--- config.mk ---
export PLATFORM = sky130hd
export DESIGN_NAME = ppio_top
export DESIGN_NICKNAME = d
export VERILOG_FILES = /design/src/common/ppio_pkg.sv /design/src/verilog/ppio_sync.sv /design/src/verilog/ppio_top.sv
export SDC_FILE = /design/constraint.sdc
export NUM_CORES = 1
export LEC_CHECK = 0
export ABC_CLOCK_PERIOD_IN_PS = 14000
export BUFFER_PORTS_ARGS = -buffer_cell sky130_fd_sc_hd__buf_2
export CELL_PAD_IN_SITES_DETAIL_PLACEMENT = 1
export CELL_PAD_IN_SITES_GLOBAL_PLACEMENT = 1
export CORE_UTILIZATION = 41
export DETAILED_ROUTE_END_ITERATION = 16
export GPL_TIMING_DRIVEN = 0
export PLACE_DENSITY_LB_ADDON = 0.1
export SYNTH_ARGS = -nofsm -noshare
export SYNTH_HDL_FRONTEND = slang
export SYNTH_SLANG_ARGS = --single-unit
export TNS_END_PERCENT = 30
--- constraint.sdc ---
create_clock -name clock -period 14 [get_ports clock]
set_clock_uncertainty 0.05 [all_clocks]
set_input_delay 1.4 -clock clock [delete_from_list [all_inputs] [get_ports clock]]
set_output_delay 1.4 -clock clock [all_outputs]
set_load 0.03 [all_outputs]
--- src/common/ppio_pkg.sv ---
// Behaviour
// - Software picks analog or digital mode for each pin.
// - After reset pins float with weak pull-ups until crossbar is enabled; an active debug link can drive the last pin before that.
// - Analog pin: pull-up, output driver and input receiver off; last pin still driven by an active debug link and sampled for debugLinkIn.
// - Reading an analog pin always gives 0.
// - Reading a digital pin gives the sampled pad level, not the output value.
// - Push-pull digital pin drives pad high or low per output value.
// - Open-drain pin never drives high; drives low only for value 0.
// - Floating digital pin gets its weak pull-up enabled.
// - Pull-up is off while the pin drives its pad low.
// - Global pull-up disable turns off every pull-up.
// - Pin state reads return pad states whatever the crossbar assignment.
// - Seventeen pins; all but the last serve GPIO, peripheral or analog.
// - Last pin is GPIO only, shared with the debug link data line.
// - Ports zero and one choose push-pull or open-drain per pin.
// - Two crossbar select settings route peripheral functions to pins.
package ppio_pkg;
    localparam int PIN_COUNT     = 17;
    localparam int XBAR_PINS     = 16;
    localparam int FUNC_COUNT    = 16;
    localparam int ADDR_W        = 8;

    localparam logic [7:0] OFF_INPUT_MODE  = 8'h00;
    localparam logic [7:0] OFF_OUTPUT_MODE = 8'h04;
    localparam logic [7:0] OFF_OUTPUT_VAL  = 8'h08;
    localparam logic [7:0] OFF_CONTROL     = 8'h0c;
    localparam logic [7:0] OFF_XSEL_FIRST  = 8'h10;
    localparam logic [7:0] OFF_XSEL_SECOND = 8'h14;
    localparam logic [7:0] OFF_PIN_STATE   = 8'h18;

    localparam int CTRL_XBAR_BIT = 0;
    localparam int CTRL_WPUD_BIT = 1;

    localparam logic [16:0] INPUT_MODE_RST  = 17'h1ffff;
    localparam logic [15:0] OUTPUT_MODE_RST = 16'h0000;
    localparam logic [16:0] OUTPUT_VAL_RST  = 17'h1ffff;
    localparam logic [7:0]  XSEL_RST        = 8'h00;

    localparam logic [1:0] RESP_OKAY   = 2'h0;
    localparam logic [1:0] RESP_SLVERR = 2'h2;

    typedef struct packed {
        logic [16:0] inputMode;
        logic [15:0] outputMode;
        logic [16:0] outputVal;
        logic        crossbarEnable;
        logic        weakPullupGlobalDisable;
        logic [7:0]  selFirst;
        logic [7:0]  selSecond;
        logic        awHave;
        logic [7:0]  awAddr;
        logic        wHave;
        logic [31:0] wData;
        logic [3:0]  wStrb;
        logic        bValid;
        logic [1:0]  bResp;
        logic        rValid;
        logic [31:0] rData;
        logic [1:0]  rResp;
        logic [16:0] padOut;
        logic [16:0] padOe;
        logic [16:0] padPullup;
        logic [16:0] padAnalog;
        logic [15:0] periphIn;
    } ppio_state_s;
endpackage

--- src/verilog/ppio_sync.sv ---
`timescale 1ns/100ps
module ppio_sync #(
    parameter int WIDTH = 17
) (
    input  wire logic             clock,
    input  wire logic             sys_rst,
    input  wire logic [WIDTH-1:0] async,
    output logic      [WIDTH-1:0] stable
);
    typedef struct packed {
        logic [WIDTH-1:0] s1;
        logic [WIDTH-1:0] s2;
        logic [WIDTH-1:0] s3;
        logic [WIDTH-1:0] held;
    } ppio_sync_s;

    ppio_sync_s st;
    ppio_sync_s next_st;

    if (WIDTH < 1) begin : g_bad_width
        $error("ppio_sync: WIDTH must be at least 1");
    end

    always_comb begin
        next_st    = st;
        next_st.s1 = async;
        next_st.s2 = st.s1;
        next_st.s3 = st.s2;
        // Only a level seen twice in a row counts
        for (int i = 0; i < WIDTH; i++) begin
            if (st.s2[i] == st.s3[i]) begin
                next_st.held[i] = st.s3[i];
            end
        end
    end

    always_ff @(posedge clock or posedge sys_rst) begin
        if (sys_rst) begin
            // Pads rest high under their pull-ups, so no false low after reset
            st <= '1;
        end else begin
            st <= next_st;
        end
    end

    assign stable = st.held;
endmodule

--- src/verilog/ppio_top.sv ---
`timescale 1ns/100ps
module ppio_top #(
    parameter int PINS = 17
) (
    input  wire logic        clock,
    input  wire logic        sys_rst,
    input  wire logic [7:0]  s_axi_awaddr,
    input  wire logic        s_axi_awvalid,
    output logic             s_axi_awready,
    input  wire logic [31:0] s_axi_wdata,
    input  wire logic [3:0]  s_axi_wstrb,
    input  wire logic        s_axi_wvalid,
    output logic             s_axi_wready,
    output logic [1:0]       s_axi_bresp,
    output logic             s_axi_bvalid,
    input  wire logic        s_axi_bready,
    input  wire logic [7:0]  s_axi_araddr,
    input  wire logic        s_axi_arvalid,
    output logic             s_axi_arready,
    output logic [31:0]      s_axi_rdata,
    output logic [1:0]       s_axi_rresp,
    output logic             s_axi_rvalid,
    input  wire logic        s_axi_rready,
    input  wire logic [16:0] padIn,
    output logic [16:0]      padOut,
    output logic [16:0]      padOe,
    output logic [16:0]      padPullup,
    output logic [16:0]      padAnalog,
    input  wire logic [15:0] periphOut,
    input  wire logic [15:0] periphOe,
    output logic [15:0]      periphIn,
    input  wire logic        debugLinkActive,
    input  wire logic        debugLinkOut,
    input  wire logic        debugLinkOe,
    output logic             debugLinkIn
);
    localparam int LAST = ppio_pkg::PIN_COUNT - 1;

    ppio_pkg::ppio_state_s st;
    ppio_pkg::ppio_state_s next_st;

    logic [16:0] padSync;
    logic [16:0] pinRead;
    logic        awTake;
    logic        wTake;
    logic        arTake;

    // Pin map is fixed: sixteen crossbar pins plus the debug-shared one
    if (PINS != ppio_pkg::PIN_COUNT) begin : g_bad_pins
        $error("ppio_top: PINS must equal 17");
    end

    if (ppio_pkg::XBAR_PINS != ppio_pkg::PIN_COUNT - 1) begin : g_bad_xbar
        $error("ppio_top: crossbar must cover every pin but the last");
    end

    // Two eight-bit select registers carry the function enables
    if (ppio_pkg::FUNC_COUNT != 16) begin : g_bad_func
        $error("ppio_top: FUNC_COUNT must equal 16");
    end

    if (ppio_pkg::ADDR_W != 8) begin : g_bad_addr
        $error("ppio_top: address ports are eight bits wide");
    end

    // Sampled pads feed register reads and crossbar inputs alike
    ppio_sync #(
        .WIDTH (ppio_pkg::PIN_COUNT)
    ) u_pad_sync (
        .clock   (clock),
        .sys_rst (sys_rst),
        .async   (padIn),
        .stable  (padSync)
    );

    // Analog pins read 0, digital pins read the pad, never the latch
    assign pinRead = padSync & st.inputMode;

    function automatic logic [31:0] merge(input logic [31:0] old,
                                          input logic [31:0] data,
                                          input logic [3:0]  strb);
        logic [31:0] res;
        res = old;
        for (int b = 0; b < 4; b++) begin
            if (strb[b]) begin
                res[b*8 +: 8] = data[b*8 +: 8];
            end
        end
        return res;
    endfunction

    function automatic logic known(input logic [7:0] a);
        logic hit;
        hit = (a[7:2] == ppio_pkg::OFF_INPUT_MODE[7:2])
           || (a[7:2] == ppio_pkg::OFF_OUTPUT_MODE[7:2])
           || (a[7:2] == ppio_pkg::OFF_OUTPUT_VAL[7:2])
           || (a[7:2] == ppio_pkg::OFF_CONTROL[7:2])
           || (a[7:2] == ppio_pkg::OFF_XSEL_FIRST[7:2])
           || (a[7:2] == ppio_pkg::OFF_XSEL_SECOND[7:2])
           || (a[7:2] == ppio_pkg::OFF_PIN_STATE[7:2]);
        return hit;
    endfunction

    // Readies stay low while an answer waits: one write and one read at a time
    assign s_axi_awready = !st.awHave && !st.bValid;
    assign s_axi_wready  = !st.wHave && !st.bValid;
    assign s_axi_arready = !st.rValid;
    assign awTake        = s_axi_awvalid && s_axi_awready;
    assign wTake         = s_axi_wvalid && s_axi_wready;
    assign arTake        = s_axi_arvalid && s_axi_arready;

    always_comb begin
        logic        aHave;
        logic [7:0]  aAddr;
        logic        dHave;
        logic [31:0] dData;
        logic [3:0]  dStrb;
        logic [31:0] cur;
        logic [31:0] upd;
        logic [31:0] rd;
        logic [15:0] funcEn;
        logic [15:0] ownValid;
        logic [3:0]  ownFunc [16];
        logic [15:0] funcHas;
        logic [3:0]  funcPin [16];
        logic [4:0]  slot;
        logic        val;
        logic        pushPull;
        logic        drive;
        aHave    = st.awHave || awTake;
        aAddr    = st.awHave ? st.awAddr : s_axi_awaddr;
        dHave    = st.wHave || wTake;
        dData    = st.wHave ? st.wData : s_axi_wdata;
        dStrb    = st.wHave ? st.wStrb : s_axi_wstrb;
        cur      = '0;
        upd      = '0;
        rd       = '0;
        funcEn   = {st.selSecond, st.selFirst};
        ownValid = '0;
        funcHas  = '0;
        slot     = '0;
        val      = 1'b1;
        pushPull = 1'b0;
        drive    = 1'b0;
        for (int k = 0; k < 16; k++) begin
            ownFunc[k] = '0;
            funcPin[k] = '0;
        end
        next_st = st;

        // Write path: address and data may arrive in either order
        next_st.awHave = aHave;
        next_st.awAddr = aAddr;
        next_st.wHave  = dHave;
        next_st.wData  = dData;
        next_st.wStrb  = dStrb;
        if (st.bValid && s_axi_bready) begin
            next_st.bValid = 1'b0;
        end
        // Strobed bytes merge; bits above a register's width are dropped
        if (aHave && dHave && !st.bValid) begin
            next_st.awHave = 1'b0;
            next_st.wHave  = 1'b0;
            next_st.bValid = 1'b1;
            next_st.bResp  = known(aAddr) ? ppio_pkg::RESP_OKAY : ppio_pkg::RESP_SLVERR;
            case (aAddr[7:2])
                ppio_pkg::OFF_INPUT_MODE[7:2]: begin
                    upd = merge({15'h0000, st.inputMode}, dData, dStrb);
                    next_st.inputMode = upd[16:0];
                end
                ppio_pkg::OFF_OUTPUT_MODE[7:2]: begin
                    upd = merge({16'h0000, st.outputMode}, dData, dStrb);
                    next_st.outputMode = upd[15:0];
                end
                ppio_pkg::OFF_OUTPUT_VAL[7:2]: begin
                    upd = merge({15'h0000, st.outputVal}, dData, dStrb);
                    next_st.outputVal = upd[16:0];
                end
                ppio_pkg::OFF_CONTROL[7:2]: begin
                    cur = '0;
                    cur[ppio_pkg::CTRL_XBAR_BIT] = st.crossbarEnable;
                    cur[ppio_pkg::CTRL_WPUD_BIT] = st.weakPullupGlobalDisable;
                    upd = merge(cur, dData, dStrb);
                    next_st.crossbarEnable          = upd[ppio_pkg::CTRL_XBAR_BIT];
                    next_st.weakPullupGlobalDisable = upd[ppio_pkg::CTRL_WPUD_BIT];
                end
                ppio_pkg::OFF_XSEL_FIRST[7:2]: begin
                    upd = merge({24'h000000, st.selFirst}, dData, dStrb);
                    next_st.selFirst = upd[7:0];
                end
                ppio_pkg::OFF_XSEL_SECOND[7:2]: begin
                    upd = merge({24'h000000, st.selSecond}, dData, dStrb);
                    next_st.selSecond = upd[7:0];
                end
                default: begin
                    upd = '0;
                end
            endcase
        end

        // Read path
        // Data is captured at acceptance, so it holds while rvalid waits
        if (st.rValid && s_axi_rready) begin
            next_st.rValid = 1'b0;
        end
        if (arTake) begin
            case (s_axi_araddr[7:2])
                ppio_pkg::OFF_INPUT_MODE[7:2]:  rd = {15'h0000, st.inputMode};
                ppio_pkg::OFF_OUTPUT_MODE[7:2]: rd = {16'h0000, st.outputMode};
                ppio_pkg::OFF_OUTPUT_VAL[7:2]:  rd = {15'h0000, st.outputVal};
                ppio_pkg::OFF_CONTROL[7:2]: begin
                    rd[ppio_pkg::CTRL_XBAR_BIT] = st.crossbarEnable;
                    rd[ppio_pkg::CTRL_WPUD_BIT] = st.weakPullupGlobalDisable;
                end
                ppio_pkg::OFF_XSEL_FIRST[7:2]:  rd = {24'h000000, st.selFirst};
                ppio_pkg::OFF_XSEL_SECOND[7:2]: rd = {24'h000000, st.selSecond};
                ppio_pkg::OFF_PIN_STATE[7:2]:   rd = {15'h0000, pinRead};
                default:                        rd = '0;
            endcase
            next_st.rValid = 1'b1;
            next_st.rData  = rd;
            next_st.rResp  = known(s_axi_araddr) ? ppio_pkg::RESP_OKAY : ppio_pkg::RESP_SLVERR;
        end

        // Each enabled function takes the lowest free pin, in function order
        // Limitation: no skipped pins and no fixed pin pairs
        for (int f = 0; f < ppio_pkg::FUNC_COUNT; f++) begin
            if (funcEn[f] && slot < 5'(ppio_pkg::XBAR_PINS)) begin
                ownValid[slot[3:0]] = 1'b1;
                ownFunc[slot[3:0]]  = 4'(f);
                funcHas[f]          = 1'b1;
                funcPin[f]          = slot[3:0];
                slot                = slot + 5'h01;
            end
        end
        // Unassigned functions see an idle high input
        for (int f = 0; f < ppio_pkg::FUNC_COUNT; f++) begin
            next_st.periphIn[f] = funcHas[f] ? pinRead[funcPin[f]] : 1'b1;
        end

        // Pad drive for crossbar-capable pins
        for (int p = 0; p < ppio_pkg::XBAR_PINS; p++) begin
            if (ownValid[p]) begin
                // A peripheral that is not driving counts as a 1: released if open-drain, driven high if push-pull
                val = periphOe[ownFunc[p]] ? periphOut[ownFunc[p]] : 1'b1;
            end else begin
                val = st.outputVal[p];
            end
            // Open-drain never drives high; a 1 hands the pad to its pull-up
            pushPull = st.outputMode[p];
            drive    = st.crossbarEnable && st.inputMode[p];
            next_st.padOut[p] = pushPull ? val : 1'b0;
            next_st.padOe[p]  = drive && (pushPull || !val);
        end

        // Last pin: GPIO only, debug link takes it over while active
        if (debugLinkActive) begin
            // Link owns the pad drive outright; mode and crossbar do not apply to it
            next_st.padOut[LAST] = debugLinkOut;
            next_st.padOe[LAST]  = debugLinkOe;
        end else begin
            // Fixed open-drain: the shared debug line must never be driven high by GPIO
            next_st.padOut[LAST] = 1'b0;
            next_st.padOe[LAST]  = st.crossbarEnable && st.inputMode[LAST]
                                && !st.outputVal[LAST];
        end

        // Pull-up follows the new drive so both change on the same edge
        for (int p = 0; p < ppio_pkg::PIN_COUNT; p++) begin
            next_st.padAnalog[p] = !st.inputMode[p];
            next_st.padPullup[p] = st.inputMode[p]
                                && !st.weakPullupGlobalDisable
                                && !(next_st.padOe[p] && !next_st.padOut[p]);
        end
    end

    // Reset: every pad floats under its pull-up until the crossbar is enabled, except the last one while the debug link drives it
    always_ff @(posedge clock or posedge sys_rst) begin
        if (sys_rst) begin
            st            <= '0;
            st.inputMode  <= ppio_pkg::INPUT_MODE_RST;
            st.outputMode <= ppio_pkg::OUTPUT_MODE_RST;
            st.outputVal  <= ppio_pkg::OUTPUT_VAL_RST;
            st.selFirst   <= ppio_pkg::XSEL_RST;
            st.selSecond  <= ppio_pkg::XSEL_RST;
            st.padPullup  <= 17'h1ffff;
            st.periphIn   <= 16'hffff;
        end else begin
            st <= next_st;
        end
    end

    // Answers and pad controls all come straight from flops
    assign s_axi_bvalid = st.bValid;
    assign s_axi_bresp  = st.bResp;
    assign s_axi_rvalid = st.rValid;
    assign s_axi_rdata  = st.rData;
    assign s_axi_rresp  = st.rResp;
    assign padOut       = st.padOut;
    assign padOe        = st.padOe;
    assign padPullup    = st.padPullup;
    assign padAnalog    = st.padAnalog;
    assign periphIn     = st.periphIn;
    assign debugLinkIn  = padSync[LAST];
endmodule
======== After elaboration in Yosys (flattened, before gate mapping) ========
Cells that the tools add are included.
operators by class
  add/subtract/negate cells ............... 14
  equal/unequal tests ..................... 29
  muxes and demuxes ....................... 309
  order comparisons ....................... 106
  bitwise gates (word level) .............. 71
  reductions and logical operators ........ 257
operator list
  kind                                                                   count
  64-bit 2-to-1 mux                                                      14
  16-bit bitwise OR                                                      17
  4-bit demux with 4-bit select                                          15
  16-bit 2-to-1 mux                                                      15
  32-bit bitwise AND                                                     6
  32-bit inverter                                                        6
  32-bit bitwise OR                                                      6
  48-bit bitwise OR                                                      4
  1-bit binary-select mux with 4-bit select                              47
  4-bit by 5-bit < comparator with 1-bit output (second input constant)  31
  1-bit 2-to-1 mux                                                       149
  48-bit inverter                                                        3
  1-bit logical AND                                                      139
  4-bit 2-to-1 mux                                                       30
  48-bit bitwise AND                                                     2
  4-bit by 6-bit < comparator with 1-bit output (second input constant)  15
  15-bit case mux with 6 select lines                                    1
  5-bit >= comparator (second input constant)                            15
  5-bit by 1-bit < comparator with 1-bit output (second input constant)  15
  5-bit < comparator (second input constant)                             15
  4-bit inverter with 5-bit output                                       15
  1-bit logical NOT                                                      73
  5-bit by 1-bit adder with 5-bit output (second input constant)         14
  5-bit 2-to-1 mux                                                       14
  other kinds (23)                                                       125
storage, ports and cells
  register bits after elaboration ......... 295
  output and inout bits ................... 126
  word-level logic and storage cells ...... 834

======== Depth between registers and ports, before layout ========
  word-level depth ........................ 60
  gate-level depth with buffers ........... 65

======== Cells and area by module ========
From an unflattened synthesis, not the netlist that was laid out.
second synthesis, totals
  cell total of the unflattened synthesis .. 2579
  area, all modules ....................... 22122.5 µm²
by module, submodules not included
  module     times used  area an instance (µm²)  cells an instance
  ppio_top   1           20012.9                 2476
  ppio_sync  1           2109.5                  103

======== Worst setup path before layout ========
Ideal clock, no wire load.
  path type ............................... register to register
  start point ............................. reg st[178] (netlist bit)
  end point ............................... reg st (netlist bit padOe[2])
  arrival ................................. 12.860 ns
  stages on the path, launching flop included .. 62
  buffers on the path ..................... 9
  path slack .............................. 0.970 ns
  path through ............................ dfrtp_1 -> buf_4 -> inv_1 -> fa_1 -> inv_1 -> ha_1 -> nand2b_1 -> o31a_1 -> ha_1 -> nand2_1 -> o21ai_0 -> or2_2 -> clkbuf_1 -> ha_1 -> nand2_1 -> ha_1 -> and2_1 -> a31oi_1 -> (+26 left out) -> clkbuf_1 -> nand4_1 -> o31ai_1 -> a2111oi_4 -> o2111ai_2 -> inv_2 -> buf_2 -> buf_2 -> ha_1 -> or4b_4 -> or3b_1 -> clkbuf_1 -> o21ai_2 -> mux2i_1 -> mux2i_1 -> o22ai_1 -> a2bb2oi_2 -> o211a_1
RTL lines
  item                      line             RTL
  start: declaration        ppio_top.sv:39   ppio_pkg::ppio_state_s st;
  start signal: assignment  ppio_top.sv:289  st <= next_st;

==> metrics <==
status=finished, violations left; failing checks=max-capacitance violations, max-slew violations; Synth Area per Inst=8.53 um2; Internal Power=2860 uW; Clk pwr share=12.1%; Slew Viols, Final=1; clk slew on worst S/H paths=0.06 ns; static leakage=0.0108 uW; clock buffer depth=3; Cell variety after synth=127; DR vias/cell=6.43; DR WL/cell=30.3 um; Fin. Hold Viols=0; post-synth top area share=16.3%; FP Rows=84; most frequent cell after synthesis=nand2_1; FF+latch count, synth=269; Final period util=97.8%; Pwr Density=244 nW/um2; CTS tree=yes; TritonCTS Buffers=30; GRT Max-Usage Layer=met2; Power Total=6280 uW; sequential fraction of the synthesis area=31.6%; Remaining DRCs=0; CP Max Fanout=10; Switching Share=54.5%; Starting Density=41.5%; top cells by area, synth=dfstp_2 16%, dfrtp_1 15%, nand2_1 5.2%; logic gate share of total power=69.5%; Die H=233 um; Critical Path Max Stage Delay=0.61 ns; Hold Crit Class=reg -> reg; CP delay by family, top=adder cells; Die Footprint=54100 um2; synth warn=0; hold_buf cts=0; Nets=3010; CP Data Required Time=14.42 ns; die width=233 um; Buf+Inv Stages, Crit Path=15; fraction of layout cells with a size suffix above 1=28.4%; Reg power frac=18.4%; Syn-to-layout area delta=17.9%; Root Driver=clkbuf_16; async set-or-reset flop fraction in the synthesized netlist=100%; Mapped Area=21800 um2; PortBufs=197; crit start category=flip-flop; switching pwr=3420 uW; Routed Antenna Nets=0; Setup Viol. Count Final=0; global-route wire length before repair=155 mm; worst-skew pair later-pin latency=0.62 ns; max-cap violation count=1; # H-tree levels=1; top_reg_cell synth=dfstp_2; WHS=0.300 ns; CP Class=reg -> reg; Reg area=6900 um2; IO Pins=237; Gate Count Post-Synth=2557; number of DRC markers in iteration 0=2084; routed vias=22816; critical path arrival=14.11 ns; Slowest-stage cell, CP=fa_2; Crit. End Element=flip-flop; GRT overflow=0; VDD IR max=0.000190 V; EDFF count, synth=0; initial antenna violation count=4; leading area contributor after synthesis=dfstp_2; most frequent CP cell=ha_1; GRT met3 Usage=7.22%; vias in the first global route=22726; Post-Route WL=108 mm; most instantiated cells after synthesis=300 x nand2_1, 243 x nor2_1, 157 x o21ai_0; Slew @ Worst Pin=1.50 ns; Pre-Repair DR Iteration Count=8; met2 GRT Util=61.2%; Slew Limit Headroom=-0.590%; fin crit period=13.69 ns; met1 Use GR=52.1%; Fillers=6227; hpwl dp=84.6 mm; largest net degree at the start of global routing=111; FMAX=73.0 MHz; Core ar.=52600 um2; Multi-input gate area=13900 um2; overall global routing resource usage=39.2%; gpl congestion=1.02; clock sinks=269
layout make-up:
type                            count  share of cell area, %
Antenna cell                        1                0.00973
Tap cell                          688                   3.35
Multi-Input combinational cell   1972                   54.0
Clock buffer                       40                   3.14
Timing Repair Buffer              236                   5.32
Inverter                           98                   1.50
Sequential cell                   269                   26.8
Buffer                            227                   5.43
Clock inverter                     16                  0.452
per-layer routing:
metal	part of all wire [%]	wire [um]
met1	41	44600
met2	45	48100
met3	8.3	8920
met4	5.5	5930
met5	0.024	26
power groups by stage:
stage | Sequential (uW) | Clock (uW) | Combinational [uW]
2_1_floorplan | 1060 | 0 | 2530
3_3_place_gp | 1150 | 0 | 3730
3_5_place_dp | 1160 | 0 | 3800
4_1_cts | 1150 | 765 | 4080
5_1_grt | 1170 | 797 | 4580
6_report | 1160 | 759 | 4360
path summary, 6_finish.rpt:
kind | start | endpoint | slack, ns | cells after the start
max | st[178] | padOe[7] | 0.31 | 60
min in group asynchronous | sys_rst | padOut[16] | 0.78 | 2
max in group asynchronous | sys_rst | periphIn[11] | 11.71 | 4
max reg2reg | st[178] | padOe[7] | 0.31 | 60
min reg2reg | u_pad_sync.next_st[43] | u_pad_sync.next_st[26] | 0.30 | 0
min | u_pad_sync.next_st[43] | u_pad_sync.next_st[26] | 0.30 | 0
cell usage in the layout, fill, tap and decap left out, types with 12 or more instances in the layout:
master     count
o21ai_1       12
nand3_1       74
a21o_1        21
mux4_2        38
o22ai_1       24
clkbuf_1      78
a21oi_2       14
nand2b_1      31
nand4_1       22
buf_4        160
dfstp_2      135
nor3_1        68
ha_1          50
dfrtp_1      131
conb_1        17
mux2_2        17
mux2i_1       91
inv_1         84
o211ai_1      30
nor2b_1       31
a21oi_1      143
o21ai_0      157
nor2_1       241
clkbuf_16     30
nand2_1      296
and3_1        41
and2_1        39
buf_2        205
a31oi_1       34
a211oi_1      43
maj3_1        17
a22oi_1       36
o211a_1       18
per-stage QoR:
stage               utilization (%)  setup WS, ns  setup TNS [ns]  cell area (um2)  cells
finish                         48.9         0.310               0            25700   3547
floorplan                         -         0.970               0            21900   2573
CTS                            48.3      -0.00600        -0.00600            25400   3535
global placement               45.1         -3.46         -137.73            23700   3458
detailed placement             45.3         -3.74         -153.87            23800   3460
global route                   48.9       -0.0372          -0.130            25700   3546
registers in the layout, summed over array words and instances, names as in the netlist:
signal and count:
padAnalog 17, padOe 17, padOut 17, padPullup 17
periphIn 16, s_axi_bresp 1, s_axi_bvalid 1, s_axi_rdata 17
s_axi_rresp 1, s_axi_rvalid 1, st 96, u_pad_sync.next_st 34
u_pad_sync.st 17, u_pad_sync.stable 17
repair_timing:
action,CTS,global route
pin swaps,14,11
gates resized for setup,104,50
setup endpoints to repair,51,49
buffers inserted,25,11
cells by family after synthesis:
family          synth area share (%)
other cells                   0.0172
fa+ha+maj                       4.54
compound gates                  24.1
buf+inv                         8.05
simple gates                    20.9
flops                           31.6
mux                             9.40
xor+xnor                        1.31
No activity file was read; power rests on OpenSTA's default activity.
